## src/design/loop_ctrl_pkg.sv

```systemverilog
// Purpose: constants shared by the loop control block
// Assumes: 8-bit register port, byte offsets as printed
// Notes: bit positions follow the flag and control register layouts
package loop_ctrl_pkg;
    // ----------------------------------------------------------
    // register offsets
    // ----------------------------------------------------------
    localparam logic [7:0] OFS_MULT = 8'h38;
    localparam logic [7:0] OFS_REFDIV = 8'h39;
    localparam logic [7:0] OFS_TEST = 8'h3A;
    localparam logic [7:0] OFS_FLAGS = 8'h3B;
    localparam logic [7:0] OFS_CTRL = 8'h3C;
    // ----------------------------------------------------------
    // flag register bit positions
    // ----------------------------------------------------------
    localparam int BIT_LOCKCHG = 7;
    localparam int BIT_LOCK = 6;
    localparam int BIT_LIMPCHG = 1;
    localparam int BIT_LIMP = 0;
    // ----------------------------------------------------------
    // control register bit positions
    // ----------------------------------------------------------
    localparam int BIT_LOCK_CHANGE_IRQ_EN = 7;
    localparam int BIT_PWR = 6;
    localparam int BIT_AUTO = 5;
    localparam int BIT_ACQ = 4;
    localparam int BIT_PSTOP = 2;
    localparam int BIT_LIMPIE = 1;
    localparam int BIT_NOLIMP = 0;
    // ----------------------------------------------------------
    // reset values
    // ----------------------------------------------------------
    localparam logic [7:0] RST_MULT = 8'h00;
    localparam logic [7:0] RST_REFDIV = 8'h00;
    localparam logic [7:0] RST_CTRL_HI = 8'h60; // power on, auto on
    localparam logic [7:0] RST_CTRL_LO = 8'h21; // power off, no limp-home
    // ----------------------------------------------------------
    // stop exit timing in counter clock cycles
    // ----------------------------------------------------------
    localparam int EXIT_CYCLES = 4096;
    localparam int FAST_CYCLES = 16;
    localparam int CNT_W = 13;
    localparam logic [CNT_W-1:0] EXIT_LAST = CNT_W'(EXIT_CYCLES - 1);
    localparam logic [CNT_W-1:0] FAST_LAST = CNT_W'(FAST_CYCLES - 1);
    // ----------------------------------------------------------
    // stop sequencer states
    // ----------------------------------------------------------
    typedef enum logic [2:0] {
        ST_RUN,
        ST_STOPPED,
        ST_DELAY,
        ST_LIMPCHECK
    } stopState_t;
endpackage

```

## src/design/pll_limp_home_stop_exit_ctrl.sv

```systemverilog
// Purpose: loop control/status registers, limp-home and stop exit control
// Assumes: counter clock tick arrives as one-cycle pulse; crystal and lock
//          status are asynchronous levels and are synchronised here
// Notes: all state lives in one packed struct
//        the supply synchroniser resets high so the loop-on reset value stands
//        limp-home exit with delay keeps the part stopped until the first check
//
// Behaviour
// - no limp, monitor off: exit after 4096 ticks
// - no limp, monitor on: stop causes monitor reset
// - limp, delay: 4096 ticks then check monitor
// - pseudo-stop limp exit runs limp, then crystal
// - pseudo-stop no limp: crystal after 4096 ticks, 16 ticks without exit delay
// - reset with loop supply enters limp-home
// - multiplier sets bus gain of value plus one
// - system clock runs at twice bus clock
// - divider divides reference; writes blocked on loop
// - test register always reads zero
// - lock change flag: set on change, clear-one
// - lock bit read-only, zero in limp-home
// - limp change flag set on enter/leave
// - limp status set while reference lost
// - power and no-limp reset follow loop supply
// - lock irq enable gated, zero without supply
// - power not cleared on loop; forced in limp
// - auto bandwidth makes acquisition bit read-only
// - acquisition bit meaning per bandwidth mode
// - pseudo-stop keeps oscillator running in stop
// - no-limp: loss resets; write-once in normal
`timescale 1ns/1ps
module pll_limp_home_stop_exit_ctrl
    import loop_ctrl_pkg::*;
(
    // clock and reset
    input wire logic ref_clk,
    input wire logic rst_b,
    // register port
    input wire logic [7:0] regAddr,
    input wire logic [7:0] regWrData,
    input wire logic regWrite,
    input wire logic regRead,
    output logic [7:0] regRdData,
    // system status inputs
    input wire logic loopSupply,
    input wire logic specialMode,
    input wire logic busClockFromLoop,
    input wire logic clockMonitorEnable,
    input wire logic stopExitDelay,
    input wire logic counterClockTick,
    input wire logic stopRequest,
    input wire logic wakeRequest,
    input wire logic crystalPresent,
    input wire logic loopInLock,
    input wire logic loopNearTarget,
    // control outputs
    output logic [7:0] loopMultiplier,
    output logic [7:0] referenceDivider,
    output logic loopPowerOut,
    output logic bandwidthLow,
    output logic oscillatorRun,
    output logic stopActive,
    output logic limpClockSelect,
    output logic monitorReset,
    output logic systemClockDouble,
    output logic lockIrq,
    output logic limpIrq
);
    typedef struct packed {
        logic [7:0] mult;
        logic [7:0] refDiv;
        logic lockChg;
        logic lockSt;
        logic limpChg;
        logic limpSt;
        logic lock_change_irq_en;
        logic pwr;
        logic autoBw;
        logic acquisition_select;
        logic pStop;
        logic limpIe;
        logic noLimp;
        logic noLimpWritten;
        logic resetLimpDone;
        stopState_t st;
        logic pseudo;
        logic exitHold;
        logic [CNT_W-1:0] cnt;
        logic [1:0] xtalSync;
        logic [1:0] lockSync;
        logic [1:0] nearSync;
        logic [1:0] supplySync;
        logic [7:0] rdData;
        logic pwrOut;
        logic bwLow;
        logic oscRun;
        logic stopAct;
        logic limpSel;
        logic monRst;
        logic lockIrq;
        logic limpIrq;
    } state_t;

    state_t cur;
    state_t next_cur;

    logic xtalOk;
    logic lockNow;
    logic nearNow;
    logic supplyOk;
    logic wrFlags;
    logic wrCtrl;
    logic limpEnter;
    logic limpLeave;
    logic [7:0] flagsView;
    logic [7:0] ctrlView;

    // ----------------------------------------------------------
    // combinational next-state
    // ----------------------------------------------------------
    always_comb begin
        next_cur = cur;
        xtalOk = cur.xtalSync[1];
        lockNow = cur.lockSync[1];
        nearNow = cur.nearSync[1];
        supplyOk = cur.supplySync[1];
        limpEnter = 1'b0;
        limpLeave = 1'b0;
        // two-stage synchronisers for external levels
        next_cur.xtalSync = {cur.xtalSync[0], crystalPresent};
        next_cur.lockSync = {cur.lockSync[0], loopInLock};
        next_cur.nearSync = {cur.nearSync[0], loopNearTarget};
        next_cur.supplySync = {cur.supplySync[0], loopSupply};
        // register strobes decoded once for the flag and control writes
        wrFlags = regWrite && (regAddr == OFS_FLAGS);
        wrCtrl = regWrite && (regAddr == OFS_CTRL);
        // monitor reset defaults low each cycle and stays high only while a stop request or a lost crystal re-asserts it
        next_cur.monRst = 1'b0;

        // multiplier and divider writes blocked while loop drives bus
        if (regWrite && regAddr == OFS_MULT && !busClockFromLoop) begin
            next_cur.mult = regWrData;
        end
        if (regWrite && regAddr == OFS_REFDIV && !busClockFromLoop) begin
            next_cur.refDiv = regWrData;
        end

        // control register writes
        if (wrCtrl) begin
            next_cur.lock_change_irq_en = regWrData[BIT_LOCK_CHANGE_IRQ_EN];
            if (regWrData[BIT_PWR] || !busClockFromLoop) begin
                next_cur.pwr = regWrData[BIT_PWR];
            end
            next_cur.autoBw = regWrData[BIT_AUTO];
            if (!cur.autoBw) begin
                next_cur.acquisition_select = regWrData[BIT_ACQ];
            end
            next_cur.pStop = regWrData[BIT_PSTOP];
            next_cur.limpIe = regWrData[BIT_LIMPIE];
            if (specialMode || !cur.noLimpWritten) begin
                next_cur.noLimp = regWrData[BIT_NOLIMP];
                next_cur.noLimpWritten = 1'b1;
            end
        end
        // hardware bandwidth choice when automatic
        if (next_cur.autoBw) begin
            next_cur.acquisition_select = nearNow;
        end

        // stop and limp-home sequencing
        case (cur.st)
            ST_RUN: begin
                // first cycle out of reset: limp-home if the loop supply is up
                if (!cur.resetLimpDone) begin
                    next_cur.resetLimpDone = 1'b1;
                    if (supplyOk) begin
                        limpEnter = 1'b1;
                        next_cur.st = ST_LIMPCHECK;
                        next_cur.cnt = '0;
                    end
                end else if (cur.noLimp && clockMonitorEnable && !xtalOk) begin
                    next_cur.monRst = 1'b1;
                end else if (stopRequest) begin
                    if (cur.noLimp && clockMonitorEnable) begin
                        next_cur.monRst = 1'b1;
                    end else begin
                        next_cur.st = ST_STOPPED;
                        next_cur.pseudo = cur.pStop;
                    end
                end else if (!cur.noLimp && !xtalOk && supplyOk) begin
                    limpEnter = 1'b1;
                    next_cur.st = ST_LIMPCHECK;
                    next_cur.cnt = '0;
                end
            end
            ST_STOPPED: begin
                // wake: limp-home exit or a counted crystal exit
                if (wakeRequest) begin
                    next_cur.cnt = '0;
                    if (!cur.noLimp) begin
                        // exit runs on the limp-home clock
                        limpEnter = 1'b1;
                        next_cur.st = ST_LIMPCHECK;
                        // with delay the part stays stopped for one full count
                        next_cur.exitHold = stopExitDelay;
                        if (!stopExitDelay) begin
                            // fast recovery: first monitor check on the next tick
                            next_cur.cnt = EXIT_LAST;
                        end
                    end else begin
                        next_cur.st = ST_DELAY;
                        if (!stopExitDelay && cur.pseudo) begin
                            next_cur.cnt = EXIT_LAST - FAST_LAST;
                        end
                    end
                end
            end
            ST_DELAY: begin
                // counter-clock delay before crystal resumes
                if (counterClockTick) begin
                    next_cur.cnt = cur.cnt + 1'b1;
                    if (cur.cnt == EXIT_LAST) begin
                        next_cur.st = ST_RUN;
                    end
                end
            end
            ST_LIMPCHECK: begin
                // check monitor at each 4096-tick boundary
                if (counterClockTick) begin
                    next_cur.cnt = cur.cnt + 1'b1;
                    if (cur.cnt == EXIT_LAST) begin
                        next_cur.cnt = '0;
                        // stop ends at the first check whatever the crystal shows
                        next_cur.exitHold = 1'b0;
                        if (xtalOk) begin
                            next_cur.st = ST_RUN;
                        end
                    end
                end
            end
            default: begin
                next_cur.st = ST_RUN;
            end
        endcase

        // leaving the limp-home check means the crystal is back
        if (cur.st == ST_LIMPCHECK && next_cur.st == ST_RUN) begin
            limpLeave = 1'b1;
        end

        // limp-home status and change flag; set beats clear
        next_cur.limpSt = (next_cur.st == ST_LIMPCHECK);
        if (wrFlags && regWrData[BIT_LIMPCHG]) begin
            next_cur.limpChg = 1'b0;
        end
        if (limpEnter || limpLeave) begin
            next_cur.limpChg = 1'b1;
        end

        // lock status and lock change flag
        // a lock change beside a clearing write still sets the flag
        next_cur.lockSt = lockNow && cur.pwr && !next_cur.limpSt;
        if (wrFlags && regWrData[BIT_LOCKCHG]) begin
            next_cur.lockChg = 1'b0;
        end
        if (next_cur.lockSt != cur.lockSt) begin
            next_cur.lockChg = 1'b1;
        end
        if (next_cur.limpSt) begin
            next_cur.lockChg = 1'b0;
        end

        // loop supply absent forces control bits
        // forcing follows the synchronised supply, two cycles behind the pin
        if (!supplyOk) begin
            next_cur.pwr = 1'b0;
            next_cur.noLimp = 1'b1;
            next_cur.lock_change_irq_en = 1'b0;
            next_cur.limpIe = 1'b0;
        end

        // registered outputs
        next_cur.pwrOut = next_cur.pwr || next_cur.limpSt;
        next_cur.bwLow = next_cur.acquisition_select;
        // stopped, counting out a crystal exit, or held through the limp delay
        next_cur.stopAct = (next_cur.st == ST_STOPPED) || (next_cur.st == ST_DELAY)
                           || next_cur.exitHold;
        next_cur.oscRun = !(next_cur.st == ST_STOPPED) || next_cur.pseudo;
        next_cur.limpSel = next_cur.limpSt;
        next_cur.lockIrq = next_cur.lockChg && next_cur.lock_change_irq_en;
        next_cur.limpIrq = next_cur.limpChg && next_cur.limpIe;

        // read data, one cycle after the strobe
        flagsView = {cur.lockChg, cur.lockSt, 4'h0, cur.limpChg, cur.limpSt};
        ctrlView = {cur.lock_change_irq_en, cur.pwr, cur.autoBw, cur.acquisition_select, 1'b0,
                    cur.pStop, cur.limpIe, cur.noLimp};
        next_cur.rdData = 8'h00;
        if (regRead) begin
            case (regAddr)
                OFS_MULT: next_cur.rdData = cur.mult;
                OFS_REFDIV: next_cur.rdData = cur.refDiv;
                OFS_TEST: next_cur.rdData = 8'h00;
                OFS_FLAGS: next_cur.rdData = flagsView;
                OFS_CTRL: next_cur.rdData = ctrlView;
                default: next_cur.rdData = 8'h00;
            endcase
        end
    end

    // ----------------------------------------------------------
    // state register
    // ----------------------------------------------------------
    always_ff @(posedge ref_clk or negedge rst_b) begin
        if (!rst_b) begin
            cur <= '0;
            cur.mult <= RST_MULT;
            cur.refDiv <= RST_REFDIV;
            cur.pwr <= RST_CTRL_HI[BIT_PWR];
            cur.autoBw <= RST_CTRL_HI[BIT_AUTO];
            cur.noLimp <= RST_CTRL_HI[BIT_NOLIMP];
            // supply taken as present until the synchroniser sees it; this keeps
            // the loop-on reset values and lets the reset limp-home entry happen
            cur.supplySync <= {2{RST_CTRL_HI[BIT_PWR]}};
            cur.st <= ST_RUN;
        end else begin
            cur <= next_cur;
        end
    end

    // ----------------------------------------------------------
    // outputs straight from flip-flops
    // ----------------------------------------------------------
    assign regRdData = cur.rdData;
    assign loopMultiplier = cur.mult;
    assign referenceDivider = cur.refDiv;
    assign loopPowerOut = cur.pwrOut;
    assign bandwidthLow = cur.bwLow;
    assign oscillatorRun = cur.oscRun;
    assign stopActive = cur.stopAct;
    assign limpClockSelect = cur.limpSel;
    assign monitorReset = cur.monRst;
    assign systemClockDouble = cur.pwrOut;
    assign lockIrq = cur.lockIrq;
    assign limpIrq = cur.limpIrq;
endmodule

```

## config.mk

```make
export PLATFORM = sky130hd
export DESIGN_NAME = pll_limp_home_stop_exit_ctrl
export DESIGN_NICKNAME = d
export VERILOG_FILES = /design/src/design/loop_ctrl_pkg.sv /design/src/design/pll_limp_home_stop_exit_ctrl.sv
export SDC_FILE = /design/constraint.sdc
export NUM_CORES = 1
export LEC_CHECK = 0
export BUFFER_PORTS_ARGS = -buffer_cell sky130_fd_sc_hd__buf_2
export CORE_MARGIN = 5
export CORE_UTILIZATION = 50
export CTS_BUF_LIST = sky130_fd_sc_hd__clkbuf_16
export CTS_CLUSTER_SIZE = 20
export DETAILED_ROUTE_END_ITERATION = 8
export PLACE_DENSITY_LB_ADDON = 0.15
export SLEW_MARGIN = 20
export SYNTH_ARGS = -nofsm -noshare
export SYNTH_HDL_FRONTEND = slang
export SYNTH_SLANG_ARGS = --single-unit
```

## constraint.sdc

```tcl
create_clock -name ref_clk -period 2 [get_ports ref_clk]
set_input_delay 0.1 -clock ref_clk [delete_from_list [all_inputs] [get_ports ref_clk]]
set_output_delay 0.1 -clock ref_clk [all_outputs]
set_load 0.03 [all_outputs]
```

==> summary.md <==
| Metric | Value |
|---|---|
| Critical path fanouts, max | `10` |
| Area leader, netlist | `dfrtp_1` |
| Final Hold Fails | `0` |
| Std cell rows | `30` |
| Slew @ Worst Pin | `between 0.6 and 0.7 ns` |
| Syn_area_per_cell | `between 10 and 15 um2` |
| Critical path class | `reg -> reg` |
| Post-synth ARST share | `100%` |
| Die width | `roughly 94 um` |
| Clk buf depth | `2` |
| Setup WS post-layout | `0.130 ns` |
| TritonCTS buffer count | `9` |
| Average via count per standard cell | `about 5.5` |
| CP Launch Type | `register` |
| Final min period | `around 1.9 ns` |
| Seq/Total Area, Yosys | `between 40% and 50%` |
| Rel. slew slack | `about 60%` |
| Pwr Density | `859 mW/mm2` |
| Synth top cells by count | `dfrtp_1 (65), buf_4 (26), nand2_1 (23)` |
| Fin. max-slew vios | `0` |
| Worst skew pair latency | `between 0.3 and 0.4 ns` |
| Pre-antenna DRT Iters | `4` |
| Top Ports | `64` |
| Setup WS pre-CTS | `about 0.058 ns` |
| HP Class | `in -> reg` |
| DR vias | `between 2000 and 3000` |
| Delay-heaviest family, CP | `simple AND/OR/NAND/NOR gates` |
| Clk root buf | `clkbuf_16` |
| LEAKAGE | `2.00 nW` |
| Unrepaired setup endpoints after global routing | `no` |
| Nets@finish | `407` |
| Port-buffer cells | `between 60 and 70` |
| Post-CTS Setup Inserts | `0` |
| Area growth syn-to-layout | `18.1%` |
| Placer's final routability congestion estimate | `between 0.9 and 1` |
| Die Span Y | `~94 um` |
| Worst EP arrival | `around 2.0 ns` |
| Worst endpoint required time | `2.17 ns` |
| Post-route ant nets | `0` |
| Number of distinct library cells after synthesis | `60` |
| Pwr Total | `around 3.5 mW` |
| Ys flop type | `dfrtp_1` |
| Mapped Cells | `around 320` |
| Iteration-0 DRC Markers | `84` |
| Synth warnings | `0` |
| Slowest cell on the critical path | `dfrtp_1` |
| Outcome | `complete, no violations` |
| #FFs+latches synth | `between 60 and 70` |
| GRT Util Overall | `19.2%` |
| Synth Cell Area | `approximately 0.0035 mm2` |
| Crit path buf inv count | `1` |
| Fmax | `535 MHz` |
| Routed WL | `around 7700 um` |
| Initial antenna violation count | `0` |
| Die area | `between 0.008 and 0.009 mm2` |
| Setup TNS | `0 ns` |
| Synth area leaders | `dfrtp_1 (47%), mux2_2 (6.4%), buf_4 (5.6%)` |
| Synth top area share | `a little under half` |
| Skew final | `approximately 0.005 ns` |
| Net count after synthesis | `approximately 360` |
| Crit end category | `register` |
| H-Tree Depth | `3` |
| Largest net degree at the start of global routing | `roughly 50` |
| Count leader, synth | `dfrtp_1` |
| Initial Util | `between 50% and 60%` |
| Clock sinks | `69` |
| Max incr delay on CP | `0.41 ns` |
| Clock Pin Slew Worst Setup and Hold Paths | `0.06 ns` |
| Critical path cell sequence | `ha_2 -> nand3_4 -> nor4_4 -> nand3b_1 -> buf_4 -> o311ai_0` |
| Core ar. | `around 0.0068 mm2` |
| WL per Instance | `between 15 and 20 um` |
| HPWL Detailed | `approximately 5500 um` |
| CTS tree | `yes` |
| Max cap viols | `0` |
| First-pass GRT wire length | `between 10000 and 15000 um` |
| Final setup viols | `0` |
| Maximum vdd drop | `0.603 mV` |
| Final Cycle Share | `slightly above 90%` |
| Number of synthesized flops with an enable pin | `0` |
| N_diodes | `0` |
| Fraction of layout cells with a size suffix above 1 | `34.0%` |
| Vias in the first global route | `about 2700` |
| Grt total ovfl | `0` |
| Final Util | `between 60% and 70%` |
| Drt drc | `0` |
worst reg2reg max path: cells and delay by family, from the launching register on:
kind	cells	cell delay, ns
adder cells (fa/ha/maj)	1	0.25
AO/OA/AOI/OAI	1	0.13
buffers and inverters	1	0.19
flip-flops	1	0.41
AND/OR/NAND/NOR	3	0.74
logic make-up after synthesis:
family,count (synthesis),share of synthesized area [%]
buf+inv,47,8.34
other cells,1,0.107
fa+ha+maj,1,0.358
simple gates,117,20.8
compound gates,60,11.8
mux,27,8.80
xor+xnor,1,0.250
flops,69,49.5
layout by cell type, fill, tap and decap left out, drive strengths merged, types with 3 or more instances in the layout:
cell	count
buf	72
dfrtp	65
nand2	24
o21ai	21
mux2	20
nor2	18
nand3	14
inv	13
clkbuf	9
nor3	8
nand4	7
a21oi	6
mux2i	6
and2	6
or2	6
nand2b	5
o211ai	5
o311ai	5
dlygate4sd3	5
nand3b	5
nor3b	5
a21o	4
dfstp	4
nor4	4
nor2b	3
nand4b	3
a22o	3
a222oi	3
or4	3
registers in the layout, summed over array words and instances (netlist names), 6 cells and up:
signal and count:
ctrlView 6, referenceDivider 8, cur 31, loopMultiplier 8, regRdData 8
area by class of cell:
class	count	area, um2
multi-input cells	207	1490
clock inverters	6	81.3
repair buffers	77	445
fillers	559	2660
inverters	11	41.3
well taps	96	120
clock buffers	9	225
flip-flops and latches	69	1730
power by group:
part           total (mW)  switching [mW]  internal (mW)
logic               0.362           0.212          0.150
registers            1.54          0.0731           1.47
clock network        1.64           0.568           1.07
total                3.55           0.853           2.69
metrics by stage:
| stage | hold slack (ns) | instance area, um2 | std cells |
|---|---|---|---|
| 2_1_floorplan | -0.196 | 3500 | 323 |
| 3_3_place_gp | 0.101 | 3760 | 455 |
| 3_5_place_dp | 0.107 | 3760 | 455 |
| 4_1_cts | 0.0220 | 4120 | 475 |
| 5_1_grt | 0.0229 | 4130 | 475 |
| 6_report | 0.0285 | 4130 | 475 |
metal layers:
metal	global-route usage [%]	up-vias	wire, um
met2	30.9	78	3720
met3	5.55	10	419
met5	0	-	0
li1	-	1260	-
met1	24.2	1257	3390
met4	7.94	0	132
worst paths after layout:
check / start / end / slack [ns] / depth (start not counted)
max in group asynchronous: rst_b / ctrlView[6]$_DFF_PN1_ / 1.05 / 3
setup / recovery: cur[24]$_DFFE_PN0P_ / cur[28]$_DFFE_PN0P_ / 0.13 / 6
min in group asynchronous: rst_b / loopMultiplier[3]$_DFFE_PN0P_ / 0.27 / 2
hold reg to reg: cur[22]$_DFF_PN0_ / cur[23]$_DFF_PN0_ / 0.35 / 0
setup reg to reg: cur[24]$_DFFE_PN0P_ / cur[28]$_DFFE_PN0P_ / 0.13 / 6
hold / removal: regWrData[3] / loopMultiplier[3]$_DFFE_PN0P_ / 0.03 / 2
what timing repair did:
action	CTS	global route
hold buffers	5	0
setup endpoints to repair	0	5
hold endpoints to repair	24	0
resized for setup	0	2
Power figures use the tool's default switching activity.
